$ cat config.mk
export PLATFORM = sky130hd
export DESIGN_NAME = ras_stack
export DESIGN_NICKNAME = d
export VERILOG_FILES = /design/src/rtl/ras_stack.v
export VERILOG_INCLUDE_DIRS = /design/src /design/src/rtl
export SDC_FILE = /design/constraint.sdc
export NUM_CORES = 1
export LEC_CHECK = 0
export CAP_MARGIN = 0
export CORE_ASPECT_RATIO = 1.4
export CORE_MARGIN = 3
export CORE_UTILIZATION = 32
export CTS_CLUSTER_DIAMETER = 40
export DETAILED_ROUTE_END_ITERATION = 10
export DONT_BUFFER_PORTS = 1
export GPL_TIMING_DRIVEN = 0
export PLACE_DENSITY = 0.52
export SLEW_MARGIN = 0
export SYNTH_ARGS = -nofsm -noshare
export SYNTH_HDL_FRONTEND = slang
export SYNTH_SLANG_ARGS = --single-unit
$ cat constraint.sdc
create_clock -name aclk -period 5.1 [get_ports aclk]
set_clock_uncertainty 0.1 [all_clocks]
set_input_delay 0.51 -clock aclk [delete_from_list [all_inputs] [get_ports aclk]]
set_output_delay 0.51 -clock aclk [all_outputs]
set_load 0.005 [all_outputs]
$ cat src/rtl/ras_regs.vh
// register map, field positions and reset values of the return stack
`ifndef RAS_REGS_VH
`define RAS_REGS_VH

// byte offsets on the register bus
`define RAS_OFS_CONTROL 4'h0
`define RAS_OFS_TOP_LOW 4'h4
`define RAS_OFS_TOP_HIGH 4'h8
`define RAS_OFS_TOP_UPPER 4'hC

// return_stack_control fields
`define RAS_BIT_FULL 7
`define RAS_BIT_UNDERFLOW 6
`define RAS_BIT_RSVD 5
`define RAS_IDX_MSB 4
`define RAS_IDX_LSB 0

// stack geometry
`define RAS_PC_W 21
`define RAS_IDX_W 5
`define RAS_DEPTH 31
`define RAS_IDX_TOP 5'h1F
`define RAS_IDX_LAST_FREE 5'h1E
`define RAS_PC_STEP 21'h000002
`define RAS_RESET_VECTOR 21'h000000

// reset values
`define RAS_IDX_RST 5'h00
`define RAS_FLAG_RST 1'b0
`define RAS_SHADOW_RST 8'h00

// bus answers
`define RAS_RESP_OKAY 2'h0
`define RAS_RESP_SLVERR 2'h2

`endif

$ cat src/rtl/ras_stack.v
// return address stack with top-entry registers and fast shadow stack
//
// The AXI4-Lite slave port and the placing of the registers are this design's own decisions.
`timescale 1ns/1ps
`include "ras_regs.vh"

// Function
// RULE1: thirty-one entries; push on call, relative call, interrupt
// RULE2: returns load saved address into program counter
// RULE3: calls and returns never touch latch registers
// RULE4: 31x21 storage, 5-bit index, reset to zero
// RULE5: push increments index, then writes entry
// RULE6: pop reads entry, then decrements index
// RULE7: three byte registers read/write selected entry
// RULE8: software reads and writes index 0..31
// RULE9: full flag after 31 unpopped pushes
// RULE10: error reset on: store pc+2, reset, index 0
// RULE11: error reset off: index 31, no overwrite
// RULE12: empty pop gives zero, underflow, index stays
// RULE13: error reset on: flag then device reset
// RULE14: control: full b7, underflow b6, b5 zero, index
// RULE15: flags cleared only by software or power-on
// RULE16: explicit push stores current program counter
// RULE17: explicit pop discards top by decrementing
// RULE18: interrupt vectoring loads hidden one-deep shadow
// RULE19: fast interrupt return restores shadow values
// RULE20: both priorities load shadow, overwriting older
// RULE21: fast call loads shadow for fast return
// RULE22: software masks interrupts while editing top
// RULE23: writing zero clears flag, one leaves it
module ras_stack (
    // clock and reset
    input wire aclk,
    input wire aresetn,
    input wire power_on_reset,
    // configuration
    input wire stack_error_reset_enable,
    // sequencer requests
    input wire call_push,
    input wire irq_ack,
    input wire push_op,
    input wire ret_pop,
    input wire pop_op,
    input wire fast_form,
    input wire [20:0] pc_in,
    input wire [7:0] status_in,
    input wire [7:0] working_register_in,
    input wire [7:0] bank_select_register_in,
    // sequencer answers
    output reg pc_load,
    output reg [20:0] pc_load_value,
    output reg shadow_restore,
    output reg [7:0] status_out,
    output reg [7:0] working_register_out,
    output reg [7:0] bank_select_register_out,
    output reg stack_reset_req,
    output wire stack_full_flag,
    output wire stack_underflow_flag,
    output wire [4:0] stack_depth_index,
    // axi4-lite write address
    input wire [3:0] s_axi_awaddr,
    input wire [2:0] s_axi_awprot,
    input wire s_axi_awvalid,
    output wire s_axi_awready,
    // axi4-lite write data
    input wire [31:0] s_axi_wdata,
    input wire [3:0] s_axi_wstrb,
    input wire s_axi_wvalid,
    output wire s_axi_wready,
    // axi4-lite write response
    output reg [1:0] s_axi_bresp,
    output reg s_axi_bvalid,
    input wire s_axi_bready,
    // axi4-lite read address
    input wire [3:0] s_axi_araddr,
    input wire [2:0] s_axi_arprot,
    input wire s_axi_arvalid,
    output wire s_axi_arready,
    // axi4-lite read data
    output reg [31:0] s_axi_rdata,
    output reg [1:0] s_axi_rresp,
    output reg s_axi_rvalid,
    input wire s_axi_rready
);

////////////////////////////////////////////////////////////////////////////
// state

reg [20:0] stack_mem [1:`RAS_DEPTH];
reg [4:0] idx_q;
reg [4:0] idx_d;
reg full_q;
reg full_d;
reg unf_q;
reg unf_d;
reg [7:0] sh_status_q;
reg [7:0] sh_working_register_q;
reg [7:0] sh_bsr_q;

reg mem_we;
reg [4:0] mem_idx;
reg [20:0] mem_wdata;

reg pc_load_d;
reg [20:0] pc_value_d;
reg reset_req_d;

wire [20:0] top_entry;
wire [4:0] idx_inc;
wire [4:0] idx_dec;
wire do_push;
wire do_pop;
wire seq_busy;

// index zero has no storage behind it and reads as zero
assign top_entry = (idx_q == `RAS_IDX_RST) ? `RAS_RESET_VECTOR :
                   stack_mem[idx_q]; // [RULE4] [RULE7]
assign idx_inc = idx_q + 5'h01;
assign idx_dec = idx_q - 5'h01;
assign do_push = call_push | irq_ack | push_op; // [RULE1] [RULE16]
assign do_pop = ~do_push & (ret_pop | pop_op);
assign seq_busy = do_push | do_pop;

assign stack_full_flag = full_q;
assign stack_underflow_flag = unf_q;
assign stack_depth_index = idx_q;

////////////////////////////////////////////////////////////////////////////
// axi4-lite slave

reg aw_held_q;
reg [3:0] aw_addr_q;
reg w_held_q;
reg [31:0] w_data_q;
reg w_strb0_q;
reg ar_done_q;

wire aw_take;
wire w_take;
wire wr_fire;
wire ar_take;
wire wr_ctrl;
wire wr_low;
wire wr_high;
wire wr_upper;
wire wr_mapped;

assign s_axi_awready = ~aw_held_q & ~s_axi_bvalid;
assign s_axi_wready = ~w_held_q & ~s_axi_bvalid;
assign s_axi_arready = ~s_axi_rvalid;
assign aw_take = s_axi_awvalid & s_axi_awready;
assign w_take = s_axi_wvalid & s_axi_wready;
assign wr_fire = aw_held_q & w_held_q & ~s_axi_bvalid;
assign ar_take = s_axi_arvalid & s_axi_arready;

assign wr_mapped = (aw_addr_q == `RAS_OFS_CONTROL) |
                   (aw_addr_q == `RAS_OFS_TOP_LOW) |
                   (aw_addr_q == `RAS_OFS_TOP_HIGH) |
                   (aw_addr_q == `RAS_OFS_TOP_UPPER);
assign wr_ctrl = wr_fire & w_strb0_q &
                 (aw_addr_q == `RAS_OFS_CONTROL);
assign wr_low = wr_fire & w_strb0_q &
                (aw_addr_q == `RAS_OFS_TOP_LOW);
assign wr_high = wr_fire & w_strb0_q &
                 (aw_addr_q == `RAS_OFS_TOP_HIGH);
assign wr_upper = wr_fire & w_strb0_q &
                  (aw_addr_q == `RAS_OFS_TOP_UPPER);

always @(posedge aclk) begin
    if (!aresetn) begin
        aw_held_q <= 1'b0;
        aw_addr_q <= 4'h0;
        w_held_q <= 1'b0;
        w_data_q <= 32'h00000000;
        w_strb0_q <= 1'b0;
        s_axi_bvalid <= 1'b0;
        s_axi_bresp <= `RAS_RESP_OKAY;
    end else begin
        if (aw_take) begin
            aw_held_q <= 1'b1;
            aw_addr_q <= s_axi_awaddr;
        end
        if (w_take) begin
            w_held_q <= 1'b1;
            w_data_q <= s_axi_wdata;
            w_strb0_q <= s_axi_wstrb[0];
        end
        if (wr_fire) begin
            aw_held_q <= 1'b0;
            w_held_q <= 1'b0;
            s_axi_bvalid <= 1'b1;
            s_axi_bresp <= wr_mapped ? `RAS_RESP_OKAY : `RAS_RESP_SLVERR;
        end else if (s_axi_bvalid && s_axi_bready) begin
            s_axi_bvalid <= 1'b0;
        end
    end
end

// read data sampled at the address handshake
always @(posedge aclk) begin
    if (!aresetn) begin
        s_axi_rvalid <= 1'b0;
        s_axi_rdata <= 32'h00000000;
        s_axi_rresp <= `RAS_RESP_OKAY;
        ar_done_q <= 1'b0;
    end else begin
        if (ar_take) begin
            s_axi_rvalid <= 1'b1;
            s_axi_rresp <= `RAS_RESP_OKAY;
            ar_done_q <= 1'b1;
            case (s_axi_araddr)
                `RAS_OFS_CONTROL: begin
                    s_axi_rdata <= {24'h000000, full_q, unf_q, 1'b0,
                                    idx_q}; // [RULE14] [RULE8]
                end
                `RAS_OFS_TOP_LOW: begin
                    s_axi_rdata <= {24'h000000, top_entry[7:0]}; // [RULE7]
                end
                `RAS_OFS_TOP_HIGH: begin
                    s_axi_rdata <= {24'h000000, top_entry[15:8]};
                end
                `RAS_OFS_TOP_UPPER: begin
                    s_axi_rdata <= {27'h0000000, top_entry[20:16]};
                end
                default: begin
                    s_axi_rdata <= 32'h00000000;
                    s_axi_rresp <= `RAS_RESP_SLVERR;
                end
            endcase
        end else if (s_axi_rvalid && s_axi_rready) begin
            s_axi_rvalid <= 1'b0;
            ar_done_q <= 1'b0;
        end
    end
end

////////////////////////////////////////////////////////////////////////////
// stack operation

always @* begin
    idx_d = idx_q;
    full_d = full_q;
    unf_d = unf_q;
    mem_we = 1'b0;
    mem_idx = idx_inc;
    mem_wdata = pc_in;
    pc_load_d = 1'b0;
    pc_value_d = pc_load_value;
    reset_req_d = 1'b0;
    if (do_push) begin
        if (idx_q == `RAS_IDX_TOP) begin
            // already full: entry 31 kept; index stays, or goes to 0 with error reset on
            full_d = 1'b1; // [RULE11]
            reset_req_d = stack_error_reset_enable; // [RULE13]
            if (stack_error_reset_enable) begin
                idx_d = `RAS_IDX_RST;
            end
        end else if (idx_q == `RAS_IDX_LAST_FREE) begin
            // thirty-first push
            mem_we = 1'b1;
            full_d = 1'b1; // [RULE9]
            if (stack_error_reset_enable) begin
                mem_wdata = pc_in + `RAS_PC_STEP; // [RULE10]
                idx_d = `RAS_IDX_RST; // [RULE10]
                reset_req_d = 1'b1; // [RULE13]
            end else begin
                idx_d = `RAS_IDX_TOP; // [RULE11]
            end
        end else begin
            mem_we = 1'b1; // [RULE5] [RULE16]
            idx_d = idx_inc; // [RULE5]
        end
    end else if (do_pop) begin
        if (idx_q == `RAS_IDX_RST) begin
            unf_d = 1'b1; // [RULE12]
            reset_req_d = stack_error_reset_enable; // [RULE13]
            if (ret_pop) begin
                pc_load_d = 1'b1;
                pc_value_d = `RAS_RESET_VECTOR; // [RULE12]
            end
        end else begin
            idx_d = idx_dec; // [RULE6] [RULE17]
            if (ret_pop) begin
                pc_load_d = 1'b1; // [RULE2]
                pc_value_d = stack_mem[idx_q]; // [RULE6]
            end
        end
    end else begin
        // software access; the sequencer owns the stack when active
        if (wr_ctrl) begin
            idx_d = w_data_q[`RAS_IDX_MSB:`RAS_IDX_LSB]; // [RULE8]
        end
        if ((wr_low || wr_high || wr_upper) &&
            idx_q != `RAS_IDX_RST) begin
            mem_we = 1'b1; // [RULE7]
            mem_idx = idx_q;
            mem_wdata = top_entry;
            if (wr_low) begin
                mem_wdata[7:0] = w_data_q[7:0];
            end
            if (wr_high) begin
                mem_wdata[15:8] = w_data_q[7:0];
            end
            if (wr_upper) begin
                mem_wdata[20:16] = w_data_q[4:0];
            end
        end
    end
    // flag clear by writing zero; a set in the same cycle wins
    if (wr_ctrl && !w_data_q[`RAS_BIT_FULL] &&
        !(do_push && idx_q >= `RAS_IDX_LAST_FREE)) begin
        full_d = 1'b0; // [RULE23] [RULE15]
    end
    if (wr_ctrl && !w_data_q[`RAS_BIT_UNDERFLOW] &&
        !(do_pop && idx_q == `RAS_IDX_RST)) begin
        unf_d = 1'b0; // [RULE23] [RULE15]
    end
end

always @(posedge aclk) begin
    if (mem_we) begin
        stack_mem[mem_idx] <= mem_wdata; // [RULE4]
    end
end

always @(posedge aclk) begin
    if (!aresetn) begin
        idx_q <= `RAS_IDX_RST; // [RULE4]
        pc_load <= 1'b0;
        pc_load_value <= `RAS_RESET_VECTOR;
        stack_reset_req <= 1'b0;
        // flags survive every reset but power-on
        if (power_on_reset) begin
            full_q <= `RAS_FLAG_RST; // [RULE15]
            unf_q <= `RAS_FLAG_RST;
        end
    end else begin
        idx_q <= idx_d;
        full_q <= full_d;
        unf_q <= unf_d;
        // only the counter itself is loaded, never the latch bytes
        pc_load <= pc_load_d; // [RULE3]
        pc_load_value <= pc_value_d; // [RULE2]
        stack_reset_req <= reset_req_d; // [RULE10] [RULE13]
    end
end

////////////////////////////////////////////////////////////////////////////
// fast shadow stack, not on the register bus

always @(posedge aclk) begin
    if (!aresetn) begin
        sh_status_q <= `RAS_SHADOW_RST;
        sh_working_register_q <= `RAS_SHADOW_RST;
        sh_bsr_q <= `RAS_SHADOW_RST;
        shadow_restore <= 1'b0;
        status_out <= `RAS_SHADOW_RST;
        working_register_out <= `RAS_SHADOW_RST;
        bank_select_register_out <= `RAS_SHADOW_RST;
    end else begin
        shadow_restore <= 1'b0;
        if (irq_ack || (call_push && fast_form)) begin
            sh_status_q <= status_in; // [RULE18] [RULE20] [RULE21]
            sh_working_register_q <= working_register_in;
            sh_bsr_q <= bank_select_register_in;
        end else if (ret_pop && fast_form) begin
            shadow_restore <= 1'b1; // [RULE19]
            status_out <= sh_status_q;
            working_register_out <= sh_working_register_q;
            bank_select_register_out <= sh_bsr_q;
        end
    end
end

endmodule

After elaboration in Yosys (flattened, before gate mapping)
Memory sizes are Yosys's and may differ from the RTL's. A register that Yosys moved wholly into a read port is not among the register bits.
Index checks and enable logic that the tools add are counted.
{"block": "word_totals", "register_bits": 132, "latchBits": 0, "mem_bits_rw": 651, "romBits": 0, "input_bits": 110, "out_inout_bits": 96, "elab_cells": 163, "n_memories": 1}
{"name": "stack_mem", "depth": 31, "word_bits": 21, "read_ports": 1, "rd_clocked_by_memory_dff": 1, "write_ports": 1, "line": "ras_stack.v:89", "rtl": "reg [20:0] stack_mem [1:`RAS_DEPTH];"}
{"block": "classes", "addsub": 3, "multipliers": 0, "div": 0, "n_lt_le_gt_ge": 1, "n_eq_ne": 15, "shifts": 0, "mux": 58, "bitwise_logic": 27, "n_reduce_logical": 35}
{"op": "$mux W21", "n": 10}
{"op": "$mux W5", "n": 14}
{"op": "$pmux W8 S4", "n": 1}
{"op": "$mux W1", "n": 29}
{"op": "$add A21 B2 Y21 const B", "n": 1}
{"op": "$eq A4 B4 Y1 const B", "n": 4}
{"op": "$mux W8", "n": 2}
{"op": "$and A1 B1 Y1", "n": 13}
{"op": "$logic_and A1 B1 Y1", "n": 11}
{"op": "$eq A5 B5 Y1 const B", "n": 2}
{"op": "$ne A3 B1 Y1 const B", "n": 3}
{"op": "$reduce_and A3 Y1", "n": 3}
{"op": "$eq A4 B3 Y1 const B", "n": 2}
{"op": "$logic_not A4 Y1", "n": 2}
{"op": "$not A1 Y1", "n": 8}
{"op": "$ne A3 B3 Y1 const B", "n": 2}
{"op": "$or A1 B1 Y1", "n": 6}
{"op": "$reduce_bool A2 Y1", "n": 3}
{"op": "$add A5 B1 Y5 const B", "n": 1}
{"op": "$ge A5 B5 Y1 const B", "n": 1}
{"op": "$logic_not A5 Y1", "n": 1}
{"op": "$reduce_bool A5 Y1", "n": 1}
{"op": "$sub A5 B1 Y5 const B", "n": 1}
{"op": "$logic_not A1 Y1", "n": 4}
{"op": "other kinds (10)", "n": 14}

Depth between registers and ports, before layout
Gate-level depths: netlist of run 1.
{"block": "logic_depth", "depth_word": 12, "depth_mapped": 10, "depth_no_buf": 9}

Worst setup path before layout of run 1
Ideal clock, no wire load.
{"block": "synth_timing", "kind": "reg2reg", "startpoint": "register idx_q[3], in the netlist stack_depth_index[3]", "endpoint": "memory stack_mem[10][10], data pin", "setup_time_ns": 0.470, "arrival_time_ns": 3.626, "required_ns": 4.530, "setup_slack_ns": 0.904, "stages_incl_launch_ff": 11, "path_buffers": 2, "period_less_slack_ns": 4.196, "cell_sequence": "dfxtp_1 > buf_2 > clkbuf_1 > and3_1 > ha_1 > nand2b_1 > nor4_1 > a41oi_1 > a21oi_1 > a211oi_1 > a221oi_1"}
{"block": "synth_via", "elab_chain_cells": 6, "elab_cells_between_ends": 12, "classes_between": "eq/ne: 2; mux: 7; reduce/logical: 3"}
{"element": "start: declaration", "line": "ras_stack.v:90", "rtl": "reg [4:0] idx_q;"}
{"element": "start signal: assignment", "line": "ras_stack.v:328", "rtl": "idx_q <= `RAS_IDX_RST;"}
{"element": "start signal: assignment", "line": "ras_stack.v:338", "rtl": "idx_q <= idx_d;"}
{"element": "$logic_not A5 Y1 (no source line)"}
{"element": "$mux W21", "line": "ras_stack.v:116", "rtl": "assign top_entry = (idx_q == `RAS_IDX_RST) ? `RAS_RESET_VECTOR :"}
{"element": "$mux W8", "line": "ras_stack.v:301", "rtl": "if (wr_high) begin"}
{"element": "$mux W21", "line": "ras_stack.v:293", "rtl": "if ((wr_low || wr_high || wr_upper) &&"}
{"element": "$mux W21", "line": "ras_stack.v:273", "rtl": "end else if (do_pop) begin"}
{"element": "$mux W21 *", "line": "ras_stack.v:250", "rtl": "if (do_push) begin"}
{"element": "named net mem_wdata[10]", "line": "ras_stack.v:102", "rtl": "reg [20:0] mem_wdata;"}
{"element": "end: declaration", "line": "ras_stack.v:89"}
The timed path passes the listed nets; every way through them passes the cells marked *.

==> results.cfg, run 1 <==
[sta]
final.period_utilization_pct = 96.9
worst_pin_slew_ns = 1.40
slew_headroom_pct = 6.20
setup_viol = 0
rsz0062_at_grt = no
post-route-min-period_ns = 4.94
fmax_ghz = 0.202
hold_viol_final = 0
hold_ws_ns = 0.0405
finalMaxSlewViolations = 0

[yosys]
synth_top_flop_cell = edfxtp_1
synth.distinct_cells = 77
netlist_area_mm2 = 0.0311
synthTopCellsByCount = 653 x edfxtp_1, 200 x nand2_1, 143 x a21oi_1
syn_inst = 1967
yosys.area.top_type = edfxtp_1
synthTopCellsByArea = edfxtp_1 63%, mux4_2 9.0%, dfxtp_1 7.0%
yosysMostFrequentCell = edfxtp_1
synth-async-reset-ratio_pct = 0
avgSynthCellArea_um2 = 15.8
synth-edff-count = 653
yosysWarningCount = 0
synth_top_area_share_pct = 63.0
ys_seq_elements = 762
synth_seq_area_share_pct = 70.0

[flow_run]
maxCapViolations = 0

[worst_setup_path]
timing.reg2reg.setup_slack_ns = 0.16
startpoint_type = flop
cp.required_ns = 5.49
cp-end-kind = flop
crit_arrival_ns = 5.34
r2r_cells = 9
timing.rr.end = stack_mem[30][17]$_DFFE_PP_
path_max_fanout = 16
criticalPathCategory = reg -> reg

[die]
die_w_um = 270
placementRows = 134
core_area_mm2 = 0.0959
ios = 206
die_area_mm2 = 0.101
initial_core_util_pct = 32.5
die_h_um = 375

[clock_tree]
clk_path_buf_depth = 3
worstSkewPairLatency_ns = 0.68
cts.sinks = 762
clock-root-buffer = clkbuf_16
cts_tree = yes
clk_pin_slew_ns = 0.07
cts_buffers = 85
htree_num_levels = 3

[grt]
antenna_found_initial = 1
grt_pass1_wl_um = 150000
grt-ovfl-total = 0
grt_usage_pct = 21.0
grt_pass1_vias = 19300
grt_max_degree = 32

[drt]
wl_um = 108000
highest_layer = met4
m1WireLength_um = 38200
avgRoutedWirePerCell_um = 30.6
ant_nets = 0
dr_wl_met3_um = 7460
vias = 19300
dr_wl_met2_um = 55700
vias_per_cell = 5.46
firstDrtPassIters = 5
drc = 0
drtIter0Drc = 1806

[final_layout]
nets = 2293
final.fill_count = 8854
drive_gt1_share_pct = 21.6
ff_latch_area_mm2 = 0.0218
stdcell_count = 3538
multi_input_area_mm2 = 0.00892
area_delta_synth_final_pct = 20.7

[pwr]
irDropWorstVdd_mv = 0.230
power_leakage_nw = 11.9
cellPowerDensity_mw_per_mm2 = 415

[placed_design]
numPlacedInstances = 3336
dpl.hpwl_um = 76700
port_buffers = 0
place_congestion = 0.942

[hold_path]
hold_start = power_on_reset
hold-path-endpoint = stack_underflow_flag$_SDFFCE_PN0P_
hp-class = in -> reg
hold_depth = 2

[run_status]
status = complete, no violations
-- layout make-up --
cell class              instances  share of cell area [%]
inverters                      15                   0.160
diodes                          1                 0.00666
well taps                    1292                    4.30
clock buffers                  95                    5.91
flip-flops and latches        762                    58.0
multi-input cells            1075                    23.7
clock inverters                60                    1.78
repair buffers                 99                    3.96
plain buffers                 139                    2.16
-- registers in the layout (all words and copies together) (netlist names), 4 cells and up, named ones only --
name                      cells
stack_depth_index             5
stack_mem                   651
s_axi_rdata                   8
pc_load_value                21
status_out                    8
bank_select_register_out      8
aw_addr_q                     4
sh_working_register_q         8
working_register_out          8
sh_status_q                   8
sh_bsr_q                      8
w_data_q                      8
-- report_power, final --
| part | switching [mW] | internal [mW] |
|---|---|---|
| logic | 1.49 | 0.736 |
| clock network | 2.69 | 3.62 |
| registers | 0.0854 | 7.00 |
-- timing repair --
item                                   in CTS  in global routing
pin swaps                                   0                  1
resized for setup                           2                  1
endpoints found under the hold margin      43                  0
buffers inserted                            0                  0
cloned                                      0                  0
setup endpoints to repair                  67                 31
hold buffers                               47                  0
-- cell families after synthesis --
group	Yosys count	synth area share (%)
xor+xnor	10	0.281
buf+inv	155	2.80
other cells	1	0.0120
simple gates	442	6.42
compound gates	346	7.24
fa+ha+maj	6	0.241
mux	245	13.0
flops	762	70.0
-- layer usage --
| layer | vias up | track usage [%] |
|---|---|---|
| li1 | 8147 | - |
| met1 | 9959 | 23.0 |
| met2 | 939 | 37.8 |
| met3 | 256 | 4.15 |
| met4 | 0 | 12.3 |
| met5 | - | 0 |
-- worst max-delay path, stage by stage (launching register included) --
cell and delay [ns]:
dfxtp_1 0.56, inv_1 0.18, clkbuf_1 0.53, nor2_1 0.56, clkbuf_1 0.69, a31oi_1 0.21, a21oi_1 0.76, mux2i_1 0.20
o21ai_2 0.67, buf_8 0.25
-- cell usage in the layout, fill, tap and decap left out, drive strengths merged, types with 10 or more instances in the layout --
master | Yosys | routed
buf | 84 | 134
nor2 | 114 | 114
conb | 1 | 26
mux4 | 125 | 125
a211oi | 27 | 27
nand3 | 27 | 27
a22oi | 29 | 29
o22ai | 13 | 13
o21ai | 26 | 26
dfxtp | 109 | 109
a21oi | 144 | 144
nor4 | 16 | 16
dlygate4sd3 | 0 | 47
inv | 14 | 34
and2 | 12 | 12
a31oi | 24 | 24
nand2 | 200 | 200
o221ai | 13 | 13
edfxtp | 653 | 653
mux2 | 20 | 20
clkinv | 1 | 25
a221oi | 10 | 10
nor3 | 21 | 21
and3 | 10 | 10
clkbuf | 56 | 151
mux2i | 100 | 100
-- how the worst max path moves through the flow --
stage / from / endpoint / slack, ns / cells after the start
floorplan: stack_depth_index[3]$_SDFFE_PN0P_ / stack_mem[10][10]$_DFFE_PP_ / 0.90 / 10
global placement: flop / stack_mem[22][17]$_DFFE_PP_ / -2.13 / 8
detailed placement: flop / stack_mem[12][13]$_DFFE_PP_ / -0.14 / 7
CTS: flop / stack_mem[9][20]$_DFFE_PP_ / 0.05 / 8
global route: flop / stack_mem[30][17]$_DFFE_PP_ / 0.12 / 9
finish: flop / stack_mem[30][17]$_DFFE_PP_ / 0.16 / 9
-- per-stage QoR --
stage | area [um2] | setup slack, ns | util [%] | total power, mW | setup TNS [ns]
final | 37600 | 0.159 | 39.2 | 15.6 | 0
after CTS | 37600 | 0.0474 | 39.2 | 15.7 | 0
after floorplan | 31200 | 0.904 | - | 8.37 | 0
after global routing | 37600 | 0.118 | 39.2 | 16.0 | 0
after global placement | 32800 | -2.13 | 34.2 | 9.24 | -829.07
after detailed placement | 34200 | -0.139 | 35.7 | 9.39 | -5.95
Note: power is estimated with default switching activity, not from simulation.
==> inputs of run 2 (changes only) <==
--- a/config.mk
+++ b/config.mk
@@ -10,6 +10,7 @@
 export CORE_ASPECT_RATIO = 1.4
 export CORE_MARGIN = 3
 export CORE_UTILIZATION = 32
+export CTS_BUF_LIST = sky130_fd_sc_hd__clkbuf_4
 export CTS_CLUSTER_DIAMETER = 40
 export DETAILED_ROUTE_END_ITERATION = 10
 export DONT_BUFFER_PORTS = 1
==> results.cfg, run 2 (synthesis results as in run 1) <==
[clock_tree]
clk_pin_slew_ns = 0.07
cts.sinks = 762
worstSkewPairLatency_ns = 1.06
cts_tree = yes
postCtsSetupRepairBufs = 0
clock-root-buffer = clkbuf_4
cts_buffers = 175
clk_path_buf_depth = 3
htree_num_levels = 4

[die]
die_area_mm2 = 0.101
initial_core_util_pct = 32.5
die_w_um = 270
placementRows = 134
die_h_um = 375
ios = 206
core_area_mm2 = 0.0959

[placed_design]
port_buffers = 0
place_congestion = 0.942
dpl.hpwl_um = 76700
numPlacedInstances = 3336
place_area_mm2 = 0.0342

[final_layout]
final_common_cell = edfxtp_1
area_delta_synth_final_pct = 22.8
multi_input_area_mm2 = 0.00892
reg_top3 = stack_mem x651, pc_load_value x21
stdcell_count = 3818
regMostFlops = stack_mem
mostFrequentLayoutCells = 653 x edfxtp_1, 258 x clkbuf_4, 200 x nand2_1, 165 x dlygate4sd3_1, 135 x a21oi_1
stdcell_area_mm2 = 0.0382
nets = 2502
ff_latch_area_mm2 = 0.0218
final.fill_count = 8922
largest_reg_flops = 651
drive_gt1_share_pct = 24.6

[pwr]
internal_power_mw = 10.5
p_switching_mw = 4.01
cellPowerDensity_mw_per_mm2 = 379
p_clk_share_pct = 35.1
switching_share_pct = 27.7
pwr-share-comb_pct = 16.0
power_leakage_nw = 12.4
p_seq_share_pct = 48.9
irDropWorstVdd_mv = 0.194

[run_status]
violations = setup timing
status = finished with violations

[worst_setup_path]
cp-end-kind = flop
path_max_fanout = 31
criticalPathCategory = reg -> reg
startpoint_type = flop
crit_arrival_ns = 5.63
cp.required_ns = 5.58

[grt]
grt_max_degree = 32
grt-ovfl-total = 0
grt_pass1_vias = 21100
antenna_found_initial = 4
grt_pass1_wl_um = 155000
grt_usage_pct = 21.7

[drt]
ant_nets = 0
wl_um = 111000
drtIter0Drc = 1818
vias_per_cell = 5.40
drc = 0
avgRoutedWirePerCell_um = 29.1
firstDrtPassIters = 7
vias = 20600

[sta]
slew_headroom_pct = 10.8
post-route-min-period_ns = 5.16
setup_viol = 31
setup_ws_ns = -0.0567
finalMaxSlewViolations = 0
final.period_utilization_pct = 101
rsz0062_at_grt = no
worst_pin_slew_ns = 1.33
fmax_ghz = 0.194
hold_viol_final = 0

[flow_run]
maxCapViolations = 0

[hold_path]
hp-class = in -> reg
[run 2: final cells by class]
| class | instances | area share [%] |
|---|---|---|
| well taps | 1292 | 4.23 |
| repair buffers | 217 | 6.99 |
| multi-input cells | 1075 | 23.3 |
| flip-flops and latches | 762 | 57.0 |
| diodes | 8 | 0.0524 |
| plain buffers | 140 | 2.14 |
| clock inverters | 51 | 1.04 |
| inverters | 15 | 0.147 |
| clock buffers | 258 | 5.07 |
[run 2: critical path: stages, from the launching register on]
cell	delay [ns]
dfxtp_1	0.46
buf_2	0.35
buf_2	0.36
buf_1	0.94
nand2_1	0.51
o221ai_1	0.78
a21oi_1	0.36
mux2i_1	0.34
a31oi_4	0.43
[run 2: final timing paths]
path              slack, ns                           to  depth (start not counted)                        start
setup reg to reg      -0.06  stack_mem[22][20]$_DFFE_PP_                          8                         flop
hold / removal         0.12    stack_mem[7][8]$_DFFE_PP_                          4                     pc_in[8]
setup / recovery      -0.06  stack_mem[22][20]$_DFFE_PP_                          8                         flop
hold reg to reg        0.35   status_out[5]$_SDFFE_PN0P_                          2  sh_status_q[5]$_SDFFE_PN0P_
[run 2: power groups by stage]
stage          combinational [mW]  clock (mW)  sequential, mW
2_1_floorplan                1.18           0            7.19
3_3_place_gp                 2.00           0            7.24
3_5_place_dp                 2.17           0            7.22
4_1_cts                      2.30        5.19            7.08
5_1_grt                      2.40        5.51            7.09
6_report                     2.32        5.08            7.08
[run 2: what timing repair did]
action / CTS / global route
endpoints found under the hold margin: 503 / 0
setup endpoints to repair: 71 / 0
hold buffers: 165 / 0
resized for setup: 2 / 0
[run 2: stage by stage]
| stage | util [%] | power, mW | TNS [ns] | setup WS [ns] | hold WS [ns] |
|---|---|---|---|---|---|
| after detailed placement | 35.7 | 9.39 | -5.95 | -0.139 | 0.343 |
| after global placement | 34.2 | 9.24 | -829.07 | -2.13 | 0.336 |
| final | 39.9 | 14.5 | -1.09 | -0.0567 | 0.123 |
| after global routing | 39.9 | 15.0 | 0 | 0.00272 | 0.0254 |
| after CTS | 39.8 | 14.6 | 0 | 0.000183 | 0.00191 |
| after floorplan | - | 8.37 | 0 | 0.904 | 0.331 |
[run 2: metal layers]
metal  track usage (%)  share of wire [%]
met5                 0                  0
met4              13.3                6.7
met3              4.81                6.3
met2              38.7                 51
met1              23.3                 36
